File: src/pkg/rpa_defs.svh
// Constants of the run-time parameter access window: register numbers, fields, counts.
// Assumes inclusion by bare name from the design files.
`ifndef RPA_DEFS_SVH
`define RPA_DEFS_SVH

// Register numbers on the Modbus side, identical on every interface module variant.
`define RPA_REQ_BASE  16'hB04A
`define RPA_REQ_WORDS 5
`define RPA_RSP_BASE  16'hB04F
`define RPA_RSP_WORDS 4
// Field positions inside the first request word.
`define RPA_SUB_MSB   15
`define RPA_SUB_LSB   8
`define RPA_TGL_BIT   7
`define RPA_LEN_MSB   6
// Longest data transfer in bytes; a length of zero asks for a read.
`define RPA_MAX_LEN   7'h04
// Cycles to wait for the parameter store before answering with an error.
`define RPA_ACK_WAIT  1000
`define RPA_RST_WORD  16'h0000

`endif

File: src/pkg/rpa_pkg.sv
// Types shared by the run-time parameter access window.
// Assumes nothing of its surroundings.
package rpa_pkg;
	typedef enum {RPA_IDLE, RPA_WAIT} rpa_state_t;
	typedef enum logic {RPA_SRC_MASTER, RPA_SRC_PANEL} rpa_src_t;
endpackage

File: src/core/rpa_word.sv
// One 16-bit request word of the access window, writable and clearable.
// Assumes the caller decodes the write enable and the clear.
`timescale 1ns/100ps
`include "rpa_defs.svh"

module rpa_word (
	input  wire logic        clk,   // System clock.
	input  wire logic        nrst,  // Synchronous reset, active low.
	input  wire logic        we,    // Write strobe for this word.
	input  wire logic        clr,   // Revert the word to its reset value.
	input  wire logic [15:0] d,     // Write data.
	output logic      [15:0] q      // Stored word.
);
	logic [15:0] q_next;

	// A clear beats a write so a reverted request cannot survive.
	always_comb begin
		q_next = q;
		if (clr) begin
			q_next = `RPA_RST_WORD;
		end else if (we) begin
			q_next = d;
		end
	end

	// Register only.
	always_ff @(posedge clk) begin
		if (!nrst) begin
			q <= `RPA_RST_WORD;
		end else begin
			q <= q_next;
		end
	end
endmodule

File: src/core/rpa_core.sv
// Run-time parameter access window: request and response words and the request engine.
// Assumes a register port already decoded from Modbus commands and a parameter store
// that answers each request with one ack pulse.
`timescale 1ns/100ps
`include "rpa_defs.svh"

// Overview of operation
// Five request words in the output image.
// Four read-only response words in input image.
// Window absent unless configuration enables it.
// Window sits after process data, before panel.
// Register numbers fixed on every module variant.
// Reset, store, hot swap revert changed parameters.
// Test mode ignores fieldbus master request writes.
// Plain register reads and writes reach words.
// First word: sub-index, toggle and length.
// Then index, then four data bytes, LSB first.
// Toggle change starts exactly one execution; a length above 4 gets an error answer and no request.
// Hot-swap flag and module number are readable.
module rpa_core #(
	parameter int ACK_WAIT = `RPA_ACK_WAIT
) (
	input  wire logic              clk,             // System clock, 20 MHz.
	input  wire logic              nrst,            // Synchronous reset, active low.
	input  wire logic              cfg_enable,      // Window enabled by configuration.
	input  wire logic              test_mode,       // Island is in test mode.
	input  wire logic              reg_wr,          // Register write strobe.
	input  wire logic              reg_rd,          // Register read strobe.
	input  rpa_pkg::rpa_src_t      reg_src,         // Who issues the access.
	input  wire logic [15:0]       reg_addr,        // Modbus register number.
	input  wire logic [15:0]       reg_wdata,       // Write data.
	input  wire logic              revert_cmd,      // Reset or store-to-card command.
	input  wire logic              hot_swap,        // A module was hot-swapped.
	input  wire logic [7:0]        hot_swap_module, // Number of that module.
	input  wire logic              param_ack,       // Parameter store finished.
	input  wire logic              param_err,       // Parameter store refused.
	input  wire logic [31:0]       param_rdata,     // Parameter value read.
	output logic                   reg_ack,         // Access hit the window.
	output logic                   reg_err,         // Write was refused.
	output logic      [15:0]       reg_rdata,       // Read data.
	output logic                   param_req,       // One-cycle request to the store.
	output logic                   param_we,        // Request is a write.
	output logic      [15:0]       param_index,     // Parameter index.
	output logic      [7:0]        param_subidx,    // Parameter sub-index.
	output logic      [6:0]        param_len,       // Data length in bytes.
	output logic      [31:0]       param_wdata,     // Data to write.
	output logic                   param_revert,    // Store returns to configured values.
	output logic                   hot_swap_flag    // Sticky hot-swap status.
);
	localparam int CW = $clog2(ACK_WAIT + 1);

	logic [15:0] req_word [`RPA_REQ_WORDS];
	logic [`RPA_REQ_WORDS-1:0] word_we;
	logic [15:0] req_off;
	logic [15:0] rsp_off;
	logic        req_hit;
	logic        rsp_hit;
	logic        wr_block;
	logic        revert;
	logic [2:0]  idx;

	// Decode of the fixed register numbers; nothing answers while the window is off.
	always_comb begin
		req_off  = reg_addr - `RPA_REQ_BASE;
		rsp_off  = reg_addr - `RPA_RSP_BASE;
		req_hit  = cfg_enable && (req_off < 16'(`RPA_REQ_WORDS));
		rsp_hit  = cfg_enable && (rsp_off < 16'(`RPA_RSP_WORDS));
		idx      = req_hit ? req_off[2:0] : rsp_off[2:0];
		wr_block = test_mode && (reg_src == rpa_pkg::RPA_SRC_MASTER);
		revert   = revert_cmd || hot_swap;
		for (int i = 0; i < `RPA_REQ_WORDS; i++) begin
			word_we[i] = reg_wr && req_hit && !wr_block && (idx == 3'(i));
		end
	end

	// The request words; a revert also clears them so no stale request reruns.
	genvar gi;
	generate
		for (gi = 0; gi < `RPA_REQ_WORDS; gi++) begin : g_req
			rpa_word u_word (
				.clk  (clk),
				.nrst (nrst),
				.we   (word_we[gi]),
				.clr  (revert),
				.d    (reg_wdata),
				.q    (req_word[gi])
			);
		end
	endgenerate

	rpa_pkg::rpa_state_t state_reg, state_next;
	logic          last_tgl_reg, last_tgl_next;
	logic [CW-1:0] cnt_reg, cnt_next;
	logic [15:0]   rsp_reg [`RPA_RSP_WORDS];
	logic [15:0]   rsp_next [`RPA_RSP_WORDS];
	logic          hs_flag_next;
	logic [7:0]    hs_mod_reg, hs_mod_next;
	logic          req_next, we_next, revert_next;
	logic [15:0]   index_next;
	logic [7:0]    subidx_next;
	logic [6:0]    len_next;
	logic [31:0]   wdata_next;
	logic          done;
	logic          done_err;
	logic [31:0]   done_data;
	logic          tgl;
	logic [6:0]    len;

	// Request engine: a toggle change runs one access, or none for a length above 4, and the answer is echoed with the toggle.
	always_comb begin
		tgl           = req_word[0][`RPA_TGL_BIT];
		len           = req_word[0][`RPA_LEN_MSB:0];
		state_next    = state_reg;
		last_tgl_next = last_tgl_reg;
		cnt_next      = cnt_reg;
		req_next      = 1'b0;
		we_next       = param_we;
		index_next    = param_index;
		subidx_next   = param_subidx;
		len_next      = param_len;
		wdata_next    = param_wdata;
		done          = 1'b0;
		done_err      = 1'b0;
		done_data     = param_wdata;
		case (state_reg)
			rpa_pkg::RPA_IDLE: begin
				if (cfg_enable && (tgl != last_tgl_reg)) begin
					last_tgl_next = tgl;
					index_next    = req_word[1];
					subidx_next   = req_word[0][`RPA_SUB_MSB:`RPA_SUB_LSB];
					len_next      = len;
					wdata_next    = {req_word[3], req_word[2]};
					we_next       = (len != 7'h00);
					if (len > `RPA_MAX_LEN) begin
						done     = 1'b1;
						done_err = 1'b1;
					end else begin
						req_next   = 1'b1;
						cnt_next   = '0;
						state_next = rpa_pkg::RPA_WAIT;
					end
				end
			end
			rpa_pkg::RPA_WAIT: begin
				if (param_ack) begin
					done       = 1'b1;
					done_err   = param_err;
					done_data  = param_we ? param_wdata : param_rdata;
					state_next = rpa_pkg::RPA_IDLE;
				end else if (cnt_reg == CW'(ACK_WAIT - 1)) begin
					// A silent store must not hang the window forever.
					done       = 1'b1;
					done_err   = 1'b1;
					state_next = rpa_pkg::RPA_IDLE;
				end else begin
					cnt_next = cnt_reg + CW'(1);
				end
			end
			default: begin
				state_next = rpa_pkg::RPA_IDLE;
			end
		endcase
		for (int i = 0; i < `RPA_RSP_WORDS; i++) begin
			rsp_next[i] = rsp_reg[i];
		end
		if (done) begin
			rsp_next[0] = {8'h00, tgl, done_err, 3'b000, len_next[2:0]};
			rsp_next[1] = index_next;
			rsp_next[2] = done_data[15:0];
			rsp_next[3] = done_data[31:16];
		end
		// A finished request clears the hot-swap flag, but a new swap wins.
		hs_flag_next = (hot_swap_flag && !done) || hot_swap;
		hs_mod_next  = hot_swap ? hot_swap_module : hs_mod_reg;
		revert_next  = revert;
		if (revert) begin
			state_next    = rpa_pkg::RPA_IDLE;
			last_tgl_next = 1'b0;
			req_next      = 1'b0;
		end
	end

	// Register only.
	always_ff @(posedge clk) begin
		if (!nrst) begin
			state_reg     <= rpa_pkg::RPA_IDLE;
			last_tgl_reg  <= 1'b0;
			cnt_reg       <= '0;
			hot_swap_flag <= 1'b0;
			hs_mod_reg    <= 8'h00;
			param_req     <= 1'b0;
			param_we      <= 1'b0;
			param_index   <= 16'h0000;
			param_subidx  <= 8'h00;
			param_len     <= 7'h00;
			param_wdata   <= 32'h00000000;
			param_revert  <= 1'b0;
			for (int i = 0; i < `RPA_RSP_WORDS; i++) begin
				rsp_reg[i] <= `RPA_RST_WORD;
			end
		end else begin
			state_reg     <= state_next;
			last_tgl_reg  <= last_tgl_next;
			cnt_reg       <= cnt_next;
			hot_swap_flag <= hs_flag_next;
			hs_mod_reg    <= hs_mod_next;
			param_req     <= req_next;
			param_we      <= we_next;
			param_index   <= index_next;
			param_subidx  <= subidx_next;
			param_len     <= len_next;
			param_wdata   <= wdata_next;
			param_revert  <= revert_next;
			for (int i = 0; i < `RPA_RSP_WORDS; i++) begin
				rsp_reg[i] <= rsp_next[i];
			end
		end
	end

	logic        ack_next;
	logic        err_next;
	logic [15:0] rdata_next;

	// Register port answer one cycle after the strobe; response words are read-only.
	always_comb begin
		ack_next   = (reg_wr || reg_rd) && (req_hit || rsp_hit);
		err_next   = reg_wr && (rsp_hit || (req_hit && wr_block));
		rdata_next = 16'h0000;
		if (reg_rd && req_hit) begin
			rdata_next = req_word[idx];
		end else if (reg_rd && rsp_hit && (idx == 3'h0)) begin
			rdata_next = {hs_mod_reg, rsp_reg[0][7:6], hot_swap_flag, rsp_reg[0][4:0]};
		end else if (reg_rd && rsp_hit) begin
			rdata_next = rsp_reg[idx[1:0]];
		end
	end

	// Register only.
	always_ff @(posedge clk) begin
		if (!nrst) begin
			reg_ack   <= 1'b0;
			reg_err   <= 1'b0;
			reg_rdata <= 16'h0000;
		end else begin
			reg_ack   <= ack_next;
			reg_err   <= err_next;
			reg_rdata <= rdata_next;
		end
	end
endmodule

File: config.mk
export PLATFORM = sky130hd
export DESIGN_NAME = rpa_core
export DESIGN_NICKNAME = d
export VERILOG_FILES = /design/src/pkg/rpa_pkg.sv /design/src/core/rpa_word.sv /design/src/core/rpa_core.sv
export VERILOG_INCLUDE_DIRS = /design/src /design/src/pkg
export SDC_FILE = /design/constraint.sdc
export NUM_CORES = 1
export LEC_CHECK = 0
export BUFFER_PORTS_ARGS = -buffer_cell sky130_fd_sc_hd__buf_2
export CORE_MARGIN = 2
export CORE_UTILIZATION = 45
export CTS_BUF_LIST = sky130_fd_sc_hd__clkbuf_16
export CTS_CLUSTER_SIZE = 20
export DETAILED_ROUTE_END_ITERATION = 10
export PLACE_DENSITY = 0.65
export SYNTH_ARGS = -nofsm -noshare
export SYNTH_HDL_FRONTEND = slang
export SYNTH_HIERARCHICAL = 1
export SYNTH_SLANG_ARGS = --single-unit
File: constraint.sdc
create_clock -name clk -period 4.06 [get_ports clk]
set_clock_uncertainty 0.05 [all_clocks]
set_input_delay 0.609 -clock clk [delete_from_list [all_inputs] [get_ports clk]]
set_output_delay 0.609 -clock clk [all_outputs]
set_load 0.05 [all_outputs]
==> run metrics <==
drt pass-1 iters=5; vias per cell=5.66; Antenna Nets Post-Route=0; DR vias=9,415; Fmax=~300 MHz; Initial Util=a little under half; # clock sinks=roughly 240; mux contribution to synthesized area=13.7%; Final Util=53.6%; Synth Flop Type=dfxtp_1; setup ws final=0.686 ns; Worst-Margin Slew=0.841 ns; crit share post-route=83.1%; status=finished, final reports clean; Total Power=4.97 mW; worst hold margin=0.295 ns; adder-cell share of the synthesized area=0.558%; Setup crit end kind=register; multi-input logic area=5450 sq um; setup tns final=0 ns; MaxCap Viol Count=0; arrival time at the worst endpoint=roughly 3.7 ns; GR peak layer=met2; YS warnings=6; leakage=4.68 nW; Max VDD drop=about 0.29 mV; power per cell area=about 380 nW/um^2; CTS Root Buffer Type=clkbuf_16; GR Util All Layers=27.8%; clock-pin slew of the registers on the worst-case setup and hold paths=0.06 ns; layout cells sized above 1=between 10% and 20%; largest family of logic cells by synthesized area=simple AND/OR/NAND/NOR gates; Total Wirelength=37,100 microns; GR Util met2=45.4%; compound-gate portion of the synthesized area=~15%; Worst Setup Start Kind=input pin; grt met1 use=38.4%; final non-filler cell total=1,663; simple-gate share of the synthesized area=18.1%; met3 Usage GRT=4.06%; ys async rst share=0%; PostCTS Resize Cnt=0; Placed Area=between 10,000 and 15,000 sq um; register area=5250 sq um; dpl cells=1,618; Slew Limit Fails=0; Inserted Diodes=0; Synth Area in XOR/XNOR=under 10%; Area Overhead vs Synth=16.6%; Largest register FFs=80; Synth Register Bits=238; CP Max Fanout=16; DRC viols=0; GP Congestion=0.917; maximum clock path buffer count=3; Die X=between 150 and 200 microns; hold buffer count at cts=0; core area=~24,000 sq um; final hold vios=0; wire per inst=22.3 microns; design area=13,100 sq um; Yosys top cell area share=approximately 34%; min cycle time layout=3.37 ns; CTS tree=built; Setup WS pre-CTS=0.129 ns; fillcell total=2,286; Ports=168; Initial DRC Count=882; Post-Synthesis Cells=1,180; vias in the first global route=9,039; Post-synth EDFFs=48; setup violators final=0; RSZ-0062 raised after global routing=false; Post-CTS Setup Bufs=0; post-synth top area cell=dfxtp_1; layout net count=1,409; Setup CP Type=in2reg; worst skew pair latency=0.54 ns; Slew HR=43.9%; sequential-to-total area share from yosys stat=46.8%; die area=between 20,000 and 30,000 sq um; row count=57; Mapped Avg Cell Area=9.50 sq um; Mapped Area=approximately 11,000 sq um; CTS Buf Count=25; total number of H-tree levels=1; most frequent cells in the layout=nand2_1, dfxtp_1, buf_2, nor2_1, mux2i_1; PortBufs=between 150 and 200; total grt overflow=0; library cells used by synthesis=a little over 70; hold crit path type=in2reg; hpwl dp=27,400 microns; first-pass GRT wire length=55,300 microns; Die Y=162 microns; initial antenna violation count=0; most common cell after layout, fill and taps aside=nand2_1; Post-Syn Nets=1,268; largest net degree at the start of global routing=between 60 and 70; WP data required=4.40 ns; synth top area cells=dfxtp_1, edfxtp_1, mux2i_1
## power breakdown
part,switching (mW),leakage [nW],internal (mW)
Combinational,0.206,2.28,0.124
Clock,0.936,0.411,1.25
Sequential,0.0180,1.99,2.44
## cells in the mapped netlist (4+ instances only)
library cell  count
mux2i_1         103
mux4_2            5
a21oi_1          69
nor2_1          114
a22oi_2           5
mux2_1           30
ha_1              5
clkbuf_1         54
dfxtp_1         190
edfxtp_1         48
a22oi_1           6
xor2_1           10
o22ai_1           4
mux2_2            5
nand2_1         207
xnor2_1           4
or3_1            11
and3_1            6
a31oi_1           6
buf_12            5
buf_2             5
o21ai_0          24
and2_1            7
nand3b_1          4
inv_1             5
o2111ai_1        10
buf_6            11
nor4_1            5
nand3_1          13
nand4_1           7
a21boi_0         62
nand2b_1         21
a31o_1            9
clkbuf_2          5
nor2b_1          40
a32oi_1          13
## metal layers
metal	wire, microns	up-vias
met1	16300	4597
met4	911	0
met3	2410	53
met5	0	-
met2	17500	336
li1	-	4429
## critical path: stages
cell and delay (ns):
buf_2 0.21, inv_1 0.07, ha_1 0.41, o21ai_0 0.13
nor4_1 0.51, nand3_1 0.25, nor3_2 0.28, mux2_2 0.54
a32oi_1 0.53, a22oi_1 0.17
## kinds of logic after synthesis
family | Yosys count
AND/OR/NAND/NOR | 449
adder cells (fa/ha/maj) | 5
flip-flops | 238
buffers and inverters | 91
multiplexers | 143
XOR/XNOR | 14
AO/OA/AOI/OAI | 240
## path summary, 6_finish.rpt
| kind | from | endpoint | slack (ns) | depth (start not counted) |
|---|---|---|---|---|
| worst max-delay path | reg_addr[2] | reg_rdata[8] | 0.69 | 10 |
| worst min-delay path | hot_swap_module[4] | hs_mod_reg[4] | 0.30 | 3 |
| worst max register to register | g_req[0].u_word/q[3] | rsp_reg[3][11] | 1.11 | 6 |
| worst min register to register | param_subidx[3] | param_subidx[3] | 0.41 | 2 |
## area by class of cell
type / instances / share of cell area [%]
tap: 324 / 3.10
timing repair buffer: 198 / 8.85
clock inverter: 18 / 0.776
clock buffer: 27 / 5.17
sequential: 238 / 40.1
multi-input combinational: 851 / 41.7
inverter: 7 / 0.201
Power figures use the tool's default switching activity.
